$ cat src/design/tics_regs.svh
`ifndef TICS_REGS_SVH
`define TICS_REGS_SVH
// register byte offsets
`define TICS_CTRL_OFS 5'h00
`define TICS_STAT_OFS 5'h04
`define TICS_CHA_OFS 5'h08
`define TICS_CHB_OFS 5'h0C
`define TICS_PHASE_OFS 5'h10
// control fields: three-level selects coded 00 low, 01 mid, 11 high
`define TICS_CTRL_TXSEL 1:0
`define TICS_CTRL_RXSEL 3:2
`define TICS_CTRL_PAR 5:4
`define TICS_CTRL_RATE 6
`define TICS_CTRL_W 7
// all three-level selects start at mid, rate select low
`define TICS_CTRL_RST 7'h15
// status fields
`define TICS_ST_PERR 1:0
`define TICS_ST_INVAL 2
`define TICS_ST_LOCK 3
`define TICS_ST_MULT 8:4
// pll multipliers for half-rate and full-rate reference
`define TICS_MULT_HALF 5'h14
`define TICS_MULT_FULL 5'h0A
// bus answers
`define TICS_RESP_OK 2'h0
`define TICS_RESP_ERR 2'h2
`endif

$ cat src/design/tics_pkg.sv
package tics_pkg;
   typedef enum logic [1:0] {
      TICS_LOW = 2'h0,
      TICS_MID = 2'h1,
      TICS_HIGH = 2'h3
   } tics_level_e;

   typedef struct packed {
      logic oddParity;
      logic [1:0] txControlCode;
      logic [7:0] txDataByte;
   } tics_pins_s;

   typedef struct packed {
      logic specialCharSelect;
      tics_pins_s pins;
   } tics_char_s;

   // code 10 is treated like a floating input
   function automatic tics_level_e decodeLevel(input logic [1:0] code);
      case (code)
         2'h0: decodeLevel = TICS_LOW;
         2'h3: decodeLevel = TICS_HIGH;
         default: decodeLevel = TICS_MID;
      endcase
   endfunction : decodeLevel

   // odd parity: data plus parity bit must hold an odd count of ones
   function automatic logic parityBad(input tics_pins_s p);
      parityBad = ~(^{p.oddParity, p.txDataByte});
   endfunction : parityBad
endpackage : tics_pkg

$ cat src/design/tics_sync.sv
`timescale 1ns/100ps
module tics_sync #(
   parameter int W = 1
) (
   input wire logic clk,
   input wire logic rst,
   input wire logic [W-1:0] d,
   output logic [W-1:0] q
);
   logic [W-1:0] s1_r;
   logic [W-1:0] s1_nxt;
   logic [W-1:0] s2_r;
   logic [W-1:0] s2_nxt;

   always_comb begin
      s1_nxt = d;
      s2_nxt = s1_r;
   end

   always_ff @(posedge clk) begin
      if (rst) begin
         s1_r <= '0;
         s2_r <= '0;
      end else begin
         s1_r <= s1_nxt;
         s2_r <= s2_nxt;
      end
   end

   assign q = s2_r;
endmodule : tics_sync

$ cat src/design/tics_axil.sv
`timescale 1ns/100ps
`include "tics_regs.svh"
module tics_axil (
   input wire logic clk,
   input wire logic rst,
   input wire logic [4:0] awaddr,
   input wire logic awvalid,
   output logic awready,
   input wire logic [31:0] wdata,
   input wire logic [3:0] wstrb,
   input wire logic wvalid,
   output logic wready,
   output logic [1:0] bresp,
   output logic bvalid,
   input wire logic bready,
   input wire logic arvalid,
   output logic arready,
   output logic [31:0] rdata,
   output logic [1:0] rresp,
   output logic rvalid,
   input wire logic rready,
   input wire logic [31:0] rdData,
   input wire logic rdOk,
   output logic wrEn,
   output logic [4:0] wrAddr,
   output logic [31:0] wrData,
   output logic [3:0] wrStrb,
   input wire logic wrOk
);
   logic awHave_r, awHave_nxt, wHave_r, wHave_nxt;
   logic awready_r, awready_nxt, wready_r, wready_nxt;
   logic wrEn_r, wrEn_nxt, bvalid_r, bvalid_nxt;
   logic arready_r, arready_nxt, rvalid_r, rvalid_nxt;
   logic [1:0] bresp_r, bresp_nxt, rresp_r, rresp_nxt;
   logic [4:0] addr_r, addr_nxt;
   logic [31:0] data_r, data_nxt, rdata_r, rdata_nxt;
   logic [3:0] strb_r, strb_nxt;
   logic fire, arTake;

   always_comb begin
      awHave_nxt = awHave_r | (awvalid & awready_r);
      wHave_nxt = wHave_r | (wvalid & wready_r);
      addr_nxt = (awvalid & awready_r) ? awaddr : addr_r;
      data_nxt = (wvalid & wready_r) ? wdata : data_r;
      strb_nxt = (wvalid & wready_r) ? wstrb : strb_r;
      // address and data may arrive in either order
      fire = awHave_r & wHave_r & ~bvalid_r & ~wrEn_r;
      wrEn_nxt = fire;
      if (fire) begin
         awHave_nxt = 1'b0;
         wHave_nxt = 1'b0;
      end
      awready_nxt = ~awHave_nxt;
      wready_nxt = ~wHave_nxt;
      bvalid_nxt = bvalid_r ? ~bready : wrEn_r;
      bresp_nxt = wrEn_r ? (wrOk ? `TICS_RESP_OK : `TICS_RESP_ERR)
                         : bresp_r;
      arTake = arvalid & arready_r;
      rvalid_nxt = rvalid_r ? ~rready : arTake;
      rdata_nxt = arTake ? rdData : rdata_r;
      rresp_nxt = arTake ? (rdOk ? `TICS_RESP_OK : `TICS_RESP_ERR)
                         : rresp_r;
      arready_nxt = ~rvalid_nxt & ~arTake;
   end

   always_ff @(posedge clk) begin
      if (rst) begin
         awHave_r <= 1'b0;
         wHave_r <= 1'b0;
         awready_r <= 1'b0;
         wready_r <= 1'b0;
         wrEn_r <= 1'b0;
         bvalid_r <= 1'b0;
         bresp_r <= `TICS_RESP_OK;
         arready_r <= 1'b0;
         rvalid_r <= 1'b0;
         rresp_r <= `TICS_RESP_OK;
         addr_r <= 5'h00;
         data_r <= 32'h0000_0000;
         strb_r <= 4'h0;
         rdata_r <= 32'h0000_0000;
      end else begin
         awHave_r <= awHave_nxt;
         wHave_r <= wHave_nxt;
         awready_r <= awready_nxt;
         wready_r <= wready_nxt;
         wrEn_r <= wrEn_nxt;
         bvalid_r <= bvalid_nxt;
         bresp_r <= bresp_nxt;
         arready_r <= arready_nxt;
         rvalid_r <= rvalid_nxt;
         rresp_r <= rresp_nxt;
         addr_r <= addr_nxt;
         data_r <= data_nxt;
         strb_r <= strb_nxt;
         rdata_r <= rdata_nxt;
      end
   end

   assign awready = awready_r;
   assign wready = wready_r;
   assign bvalid = bvalid_r;
   assign bresp = bresp_r;
   assign arready = arready_r;
   assign rvalid = rvalid_r;
   assign rresp = rresp_r;
   assign rdata = rdata_r;
   assign wrEn = wrEn_r;
   assign wrAddr = addr_r;
   assign wrData = data_r;
   assign wrStrb = strb_r;
endmodule : tics_axil

$ cat src/design/tics_tx_clock_select.sv
`timescale 1ns/100ps
`include "tics_regs.svh"
module tics_tx_clock_select (
   input wire logic clk,
   input wire logic rst,
   input wire logic referenceClockIn,
   input wire logic txChannelAInputClock,
   input wire logic txChannelBInputClock,
   input wire logic specialCharSelect,
   input wire logic txPhaseResetN,
   input wire tics_pkg::tics_pins_s txPinsA,
   input wire tics_pkg::tics_pins_s txPinsB,
   input wire logic [4:0] awaddr,
   input wire logic awvalid,
   output logic awready,
   input wire logic [31:0] wdata,
   input wire logic [3:0] wstrb,
   input wire logic wvalid,
   output logic wready,
   output logic [1:0] bresp,
   output logic bvalid,
   input wire logic bready,
   input wire logic [4:0] araddr,
   input wire logic arvalid,
   output logic arready,
   output logic [31:0] rdata,
   output logic [1:0] rresp,
   output logic rvalid,
   input wire logic rready,
   output logic [1:0] capStrobe,
   output tics_pkg::tics_char_s txCharA,
   output tics_pkg::tics_char_s txCharB,
   output logic [4:0] txSymbolMult,
   output logic txSynthClockOut,
   output logic txSynthClockOutN,
   output logic rxOutputClockA,
   output logic rxOutputClockC
);
   localparam int SYNC_W = 27;

   logic [SYNC_W-1:0] syncQ;
   logic refS, clkAS, clkBS, scS, prnS, prnInvS;
   tics_pkg::tics_pins_s pinsAS, pinsBS;
   logic refP_r, clkAP_r, clkBP_r;
   logic refRise, refFall, refAny, clkARise, clkBRise, refCap;
   logic capA, capB, bypass, invalidMode, midTog;
   tics_pkg::tics_level_e txSel, rxSel, parSel;
   logic rate;

   logic [`TICS_CTRL_W-1:0] ctrl_r, ctrl_nxt;
   logic [1:0] perr_r, perr_nxt, cap_r, cap_nxt, perrSet;
   tics_pkg::tics_char_s charA_r, charA_nxt, charB_r, charB_nxt;
   logic special_r, special_nxt;
   logic [7:0] sinceRef_r, sinceRef_nxt, phaseA_r, phaseA_nxt;
   logic [7:0] phaseB_r, phaseB_nxt;
   logic [7:0] sinceEdge_r, sinceEdge_nxt, halfLen_r, halfLen_nxt;
   logic synth_r, synth_nxt, synthN_r, rxA_r, rxC_r, rxNxt;
   logic [4:0] mult_r, mult_nxt;

   logic wrEn, wrOk, rdOk;
   logic [4:0] wrAddr;
   logic [31:0] wrData, rdData;
   logic [3:0] wrStrb;

   // pins and link clocks come from other domains
   tics_sync #(.W(SYNC_W)) uSync (
      .clk(clk),
      .rst(rst),
      .d({referenceClockIn, txChannelAInputClock, txChannelBInputClock,
          specialCharSelect, ~txPhaseResetN, txPinsA, txPinsB}),
      .q(syncQ)
   );
   assign {refS, clkAS, clkBS, scS, prnInvS, pinsAS, pinsBS} = syncQ;
   assign prnS = ~prnInvS; // sync reset then reads as held, not adjusting

   tics_axil uBus (
      .clk(clk),
      .rst(rst),
      .awaddr(awaddr),
      .awvalid(awvalid),
      .awready(awready),
      .wdata(wdata),
      .wstrb(wstrb),
      .wvalid(wvalid),
      .wready(wready),
      .bresp(bresp),
      .bvalid(bvalid),
      .bready(bready),
      .arvalid(arvalid),
      .arready(arready),
      .rdata(rdata),
      .rresp(rresp),
      .rvalid(rvalid),
      .rready(rready),
      .rdData(rdData),
      .rdOk(rdOk),
      .wrEn(wrEn),
      .wrAddr(wrAddr),
      .wrData(wrData),
      .wrStrb(wrStrb),
      .wrOk(wrOk)
   );

   // edge finding and source selection
   always_comb begin
      txSel = tics_pkg::decodeLevel(ctrl_r[`TICS_CTRL_TXSEL]);
      rxSel = tics_pkg::decodeLevel(ctrl_r[`TICS_CTRL_RXSEL]);
      parSel = tics_pkg::decodeLevel(ctrl_r[`TICS_CTRL_PAR]);
      rate = ctrl_r[`TICS_CTRL_RATE];
      refRise = refS & ~refP_r;
      refFall = ~refS & refP_r;
      refAny = refRise | refFall;
      clkARise = clkAS & ~clkAP_r;
      clkBRise = clkBS & ~clkBP_r;
      refCap = refRise | (rate & refFall);
      case (txSel)
         tics_pkg::TICS_LOW: begin
            capA = refCap;
            capB = refCap;
         end
         tics_pkg::TICS_MID: begin
            capA = clkARise;
            capB = clkBRise;
         end
         default: begin
            capA = clkARise;
            capB = clkARise;
         end
      endcase
      // flagged only; the capture path keeps running so nothing stalls
      invalidMode = rate & (txSel != tics_pkg::TICS_LOW);
      bypass = (txSel == tics_pkg::TICS_LOW) & ~rate;
   end

   // character capture and parity
   always_comb begin
      special_nxt = capA ? scS : special_r;
      charA_nxt = charA_r;
      charB_nxt = charB_r;
      if (capA) begin
         charA_nxt = {scS, pinsAS};
      end
      if (capB) begin
         charB_nxt = {special_nxt, pinsBS};
      end
      cap_nxt = {capB, capA};
      perrSet[0] = capA & tics_pkg::parityBad(pinsAS);
      perrSet[1] = capB & tics_pkg::parityBad(pinsBS);
      if (parSel == tics_pkg::TICS_LOW) begin
         perrSet = 2'h0;
      end
      perr_nxt = perr_r;
      if (wrEn && wrAddr == `TICS_STAT_OFS && wrStrb[0]) begin
         perr_nxt = perr_r & ~wrData[`TICS_ST_PERR];
      end
      // a new fault in the clearing cycle is kept
      perr_nxt = perr_nxt | perrSet;
   end

   // control register and bus decode
   always_comb begin
      ctrl_nxt = ctrl_r;
      if (wrEn && wrAddr == `TICS_CTRL_OFS && wrStrb[0]) begin
         ctrl_nxt = wrData[`TICS_CTRL_W-1:0];
      end
      case (wrAddr)
         `TICS_CTRL_OFS, `TICS_STAT_OFS, `TICS_CHA_OFS,
         `TICS_CHB_OFS, `TICS_PHASE_OFS: wrOk = 1'b1;
         default: wrOk = 1'b0;
      endcase
      rdOk = 1'b1;
      rdData = 32'h0000_0000;
      case (araddr)
         `TICS_CTRL_OFS: rdData[`TICS_CTRL_W-1:0] = ctrl_r;
         `TICS_STAT_OFS: begin
            rdData[`TICS_ST_PERR] = perr_r;
            rdData[`TICS_ST_INVAL] = invalidMode;
            rdData[`TICS_ST_LOCK] = prnS;
            rdData[`TICS_ST_MULT] = mult_r;
         end
         `TICS_CHA_OFS: rdData[11:0] = charA_r;
         `TICS_CHB_OFS: rdData[11:0] = charB_r;
         `TICS_PHASE_OFS: rdData[15:0] = {phaseB_r, phaseA_r};
         default: rdOk = 1'b0;
      endcase
   end

   // phase measure against the reference; counters saturate
   always_comb begin
      sinceRef_nxt = refRise ? 8'h00
         : (sinceRef_r == 8'hFF ? sinceRef_r : sinceRef_r + 8'h01);
      phaseA_nxt = phaseA_r;
      phaseB_nxt = phaseB_r;
      // bypassed buffer ignores the phase reset
      if (!prnS && !bypass) begin
         if (clkARise) begin
            phaseA_nxt = sinceRef_r;
         end
         if (clkBRise) begin
            phaseB_nxt = sinceRef_r;
         end
      end
   end

   // clock synthesis from reference edges; every sampled reference edge toggles the output,
   // so phase stays tied to the reference, delayed by the synchronizer and the synth_r register stage
   always_comb begin
      sinceEdge_nxt = refAny ? 8'h00
         : (sinceEdge_r == 8'hFF ? sinceEdge_r : sinceEdge_r + 8'h01);
      halfLen_nxt = refAny ? sinceEdge_r + 8'h01 : halfLen_r;
      midTog = rate & ~refAny & (halfLen_r > 8'h01)
         & (sinceEdge_r == {1'b0, halfLen_r[7:1]} - 8'h01);
      synth_nxt = synth_r ^ (refAny | midTog);
      rxNxt = (rxSel == tics_pkg::TICS_LOW) ? refS : synth_nxt;
      mult_nxt = rate ? `TICS_MULT_HALF : `TICS_MULT_FULL;
   end

   always_ff @(posedge clk) begin
      if (rst) begin
         refP_r <= 1'b0;
         clkAP_r <= 1'b0;
         clkBP_r <= 1'b0;
         ctrl_r <= `TICS_CTRL_RST;
         perr_r <= 2'h0;
         cap_r <= 2'h0;
         charA_r <= '0;
         charB_r <= '0;
         special_r <= 1'b0;
         sinceRef_r <= 8'h00;
         phaseA_r <= 8'h00;
         phaseB_r <= 8'h00;
         sinceEdge_r <= 8'h00;
         halfLen_r <= 8'h00;
         synth_r <= 1'b0;
         synthN_r <= 1'b1;
         rxA_r <= 1'b0;
         rxC_r <= 1'b0;
         mult_r <= `TICS_MULT_FULL;
      end else begin
         refP_r <= refS;
         clkAP_r <= clkAS;
         clkBP_r <= clkBS;
         ctrl_r <= ctrl_nxt;
         perr_r <= perr_nxt;
         cap_r <= cap_nxt;
         charA_r <= charA_nxt;
         charB_r <= charB_nxt;
         special_r <= special_nxt;
         sinceRef_r <= sinceRef_nxt;
         phaseA_r <= phaseA_nxt;
         phaseB_r <= phaseB_nxt;
         sinceEdge_r <= sinceEdge_nxt;
         halfLen_r <= halfLen_nxt;
         synth_r <= synth_nxt;
         synthN_r <= ~synth_nxt;
         rxA_r <= rxNxt;
         rxC_r <= rxNxt;
         mult_r <= mult_nxt;
      end
   end

   assign capStrobe = cap_r;
   assign txCharA = charA_r;
   assign txCharB = charB_r;
   assign txSymbolMult = mult_r;
   assign txSynthClockOut = synth_r;
   assign txSynthClockOutN = synthN_r;
   assign rxOutputClockA = rxA_r;
   assign rxOutputClockC = rxC_r;
endmodule : tics_tx_clock_select

$ cat config.mk
export PLATFORM = sky130hd
export DESIGN_NAME = tics_tx_clock_select
export DESIGN_NICKNAME = d
export VERILOG_FILES = /design/src/design/tics_pkg.sv /design/src/design/tics_sync.sv /design/src/design/tics_axil.sv /design/src/design/tics_tx_clock_select.sv
export VERILOG_INCLUDE_DIRS = /design/src /design/src/design
export SDC_FILE = /design/constraint.sdc
export NUM_CORES = 1
export LEC_CHECK = 0
export ABC_AREA = 1
export BUFFER_PORTS_ARGS = -buffer_cell sky130_fd_sc_hd__buf_2
export CORE_ASPECT_RATIO = 1.25
export CORE_MARGIN = 8
export CORE_UTILIZATION = 40
export CTS_BUF_LIST = sky130_fd_sc_hd__clkbuf_2
export CTS_CLUSTER_SIZE = 40
export DETAILED_ROUTE_END_ITERATION = 6
export GPL_TIMING_DRIVEN = 0
export PLACE_DENSITY_LB_ADDON = 0.08
export SLEW_MARGIN = 20
export SYNTH_ARGS = -nofsm -noshare
export SYNTH_HDL_FRONTEND = slang
export SYNTH_SLANG_ARGS = --single-unit
$ cat constraint.sdc
create_clock -name clk -period 1.9 [get_ports clk]
set_clock_uncertainty 0.1 [all_clocks]
set_input_delay 0.19 -clock clk [delete_from_list [all_inputs] [get_ports clk]]
set_output_delay 0.19 -clock clk [all_outputs]
set_load 0.005 [all_outputs]
==> impl_results.md <==
- Status: finished, final reports clean
- Hold_sp: referenceClockIn
- Slew HR: 0.552
- P_leak: 4.25 nW
- DR WL/cell: 14.6 um
- Initial antenna violation count: 1
- Total Power: 6.44 mW
- Min-Delay Endpoint: uSync.s1_r[26]
- Pre-antenna DRT Iters: 5
- Worst vdd rail ir drop: 0.000339 V
- FILL cells: 1715
- Setup CP Type: primary input to flip-flop
- Critical Path RT: 2520 ps
- Share of the synthesized area in the top cell type: 0.506
- Area leader, netlist: dfxtp_1
- Die W: 134 um
- Die Y: 164 um
- Sequential area share after synthesis: 0.506
- CP Launch Type: primary input
- IO Port Bufs: 107
- HP Class: primary input to flip-flop
- Rows: 54
- Hold Path Depth: 4
- Routed Antenna Nets: 0
- Post-Synthesis Cells: 871
- Slowest cell on the critical path: dlygate4sd3_1
- CP top delay family: buffers and inverters
- Gate power share: 0.129
- Max Root-Sink Buffers: 2
- Fin. Hold Viols: 0
- Routed vias: 6250
- Initial drt markers: 394
- GRT Overall Usage: 0.186
- Worst R2R Setup Slack: 120 ps
- Clock Sink Count: 176
- Gr ovfl total: 0
- WP data arrival: 2510 ps
- Yosys cell types: 44
- R2R Path Start: halfLen_r[1]
- TritonCTS Buffers: 17
- Core area: 0.0173 mm2
- Drt total wl: 20.0 mm
- PwrDens: 698 mW/mm2
- Final Cycle Share: 0.994
- Pin count of the biggest net entering global routing: 17
- Ratio of cells with drive above 1 in the final layout: 0.207
- Design area: 0.00923 mm2
- Synth warnings: 0
- Min Tclk post-route: 1890 ps
- Most frequent CP cell: dlygate4sd3_1
- Mean post-synth cell area: 8.00 um2
- Setup violators final: 0
- Ports: 156
- HPWL after detailed placement: 14.7 mm
- CTS tree: done
- Max Cap Violations: 0
- Flop pwr share: 0.612
- Slew Limit Fails: 0
- Global-route wire length before repair: 31.6 mm
- Routability Congestion: 0.848
- Htree depth: 4
- Sw Share: 0.284
- Crit path max fanout: 5
- Net Switching: 1.83 mW
- Vias in the first global route: 6126
- Tightest Pin Transition: 672 ps
- Area grow syn2layout: 32.5%
- Nets: 1217
- Synth top area cells: dfxtp_1 (51%), nor2_1 (7.7%), inv_1 (7.0%)
- Worst path buffer plus inverter count: 4
- Worst skew pair latency: 750 ps
- CP Capture Type: flip-flop
- Internal power: 4.61 mW
- Worst-path cell chain: dlygate4sd3_1 > buf_2 > nor2_4 > nand2_4 > nor2_2 > dlygate4sd3_1 > inv_2 > a31oi_4 > nand2_2 > o21ai_1
- Die footprint: 0.0219 mm2
- Post-DP Area: 0.00785 mm2
- Starting Density: 0.403
- Crit path largest cell delay: 700 ps
- Clock transition at path regs: 250 ps
- Peak Freq: 0.529 GHz
- Reg2Reg Depth: 11
- Post-synthesis register bit count: 176
- Reg-to-reg endpoint: txSynthClockOutN
- Vias per inst: 4.57
- Synthesized area: 0.00697 mm2
- Clk network pwr share: 0.259
- Root Driver: clkbuf_2
- # DRC: 0
[worst max path at each step]
| stage | to | from | depth (start not counted) |
|---|---|---|---|
| after global routing | txCharB[3] | uSync.q[26] | 10 |
| after floorplan | txSynthClockOutN | halfLen_r[1] | 11 |
| after global placement | uBus.rdata[4] | uBus.arready | 5 |
| final | uBus.rdata[6] | araddr[1] | 10 |
| after detailed placement | uBus.rdata[4] | uBus.arready | 5 |
| after CTS | phaseB_r[0] | ctrl_r[0] | 8 |
[area by class of cell]
cell class                 count  area [um2]  area share
clock buffer                  20         100      0.0108
timing repair buffer         222        1670       0.181
tap                          224         280      0.0304
inverter                     147         557      0.0603
buffer                        45         273      0.0295
antenna                        1        2.50    0.000271
multi-input combinational    521        2740       0.296
clock inverter                11        85.1     0.00922
sequential                   176        3530       0.382
[metrics by stage]
stage / utilization / setup TNS [ps] / worst slack, ps / std cells / hold WS (ps)
floorplan: - / 0 / 253 / 889 / 157
global placement: 0.454 / -745 / -144 / 1220 / 243
detailed placement: 0.454 / -730 / -175 / 1220 / 247
CTS: 0.526 / 0 / 24.7 / 1355 / 10.0
global route: 0.534 / -6.50 / -6.50 / 1367 / 17.8
finish: 0.534 / 0 / 11.3 / 1367 / 94.6
[synth_stat cells, drive strengths merged]
cell,number
xor2,10
nor4,1
a31oi,5
buf,34
a211oi,3
a22o,1
a21oi,58
a221oi,6
nand3,46
o211ai,2
clkbuf,12
nand2,75
o31ai,2
o21ai,95
inv,147
o22ai,8
nand4,2
nor3b,2
conb,1
nor3,7
nor2,153
dfxtp,176
or2,1
xnor2,17
ha,7
[layout by cell type (no fill, tap or decap), types with 19 or more instances in the layout]
master	count
conb_1	19
nor2_1	142
a21oi_1	57
nand3_1	40
dfxtp_1	172
o21ai_0	80
buf_2	113
clkbuf_2	22
dlygate4sd3_1	107
inv_1	128
nand2_1	69
buf_4	30
[layer usage]
metal | vias to the layer above | track usage | share of wire
li1 | 3246 | - | -
met1 | 2837 | 0.210 | 0.42
met2 | 141 | 0.333 | 0.51
met3 | 26 | 0.0508 | 0.052
met4 | 0 | 0.0604 | 0.017
met5 | - | 0 | 0
[sequential cells by signal, summed over array words and instances, names as in the netlist, 7 cells and up]
name         flops
uSync.s1_r      27
phaseB_r         8
uSync.q         27
halfLen_r        7
uBus.rdata      16
ctrl_r           7
uBus.wrData      7
phaseA_r         8
txCharB         12
sinceEdge_r      8
txCharA         12
sinceRef_r       8
[logic make-up (layout without fill, tap and decap cells)]
kind of cell               after synthesis  after routing  synth area share
AOI/OAI and AO/OA                      180            181             0.143
xor gates and xnor gates                27             27            0.0339
buffers and inverters                  193            445             0.119
and+or+nand+nor                        287            287             0.185
other                                    1             20          0.000538
DFF                                    176            176             0.506
adders and majority gates                7              7            0.0126
[power by group through the flow]
stage               combinational, mW  clock [mW]  sequential [mW]
floorplan                       0.408           0             3.99
global placement                0.636           0             4.01
detailed placement              0.643           0             4.01
CTS                             0.815        1.73             3.94
global route                    0.935        1.90             3.96
finish                          0.832        1.67             3.94
[worst register-to-register path: cells and delay by family (launching register included)]
| family | cells | cell delay, ps |
|---|---|---|
| DFF | 1 | 400 |
| AOI/OAI and AO/OA | 1 | 150 |
| adders and majority gates | 1 | 300 |
| and+or+nand+nor | 6 | 550 |
| xor gates and xnor gates | 1 | 130 |
| buffers and inverters | 2 | 80 |
[repair_timing]
action                                  CTS  global route
resized for setup                         3            21
hold buffers                            105             2
buffers inserted                          0             8
cloned                                    0             1
endpoints found under the hold margin   106             2
endpoints found under the setup margin   17            44
pin swaps                                 0             5
No activity file was read; power rests on OpenSTA's default activity.
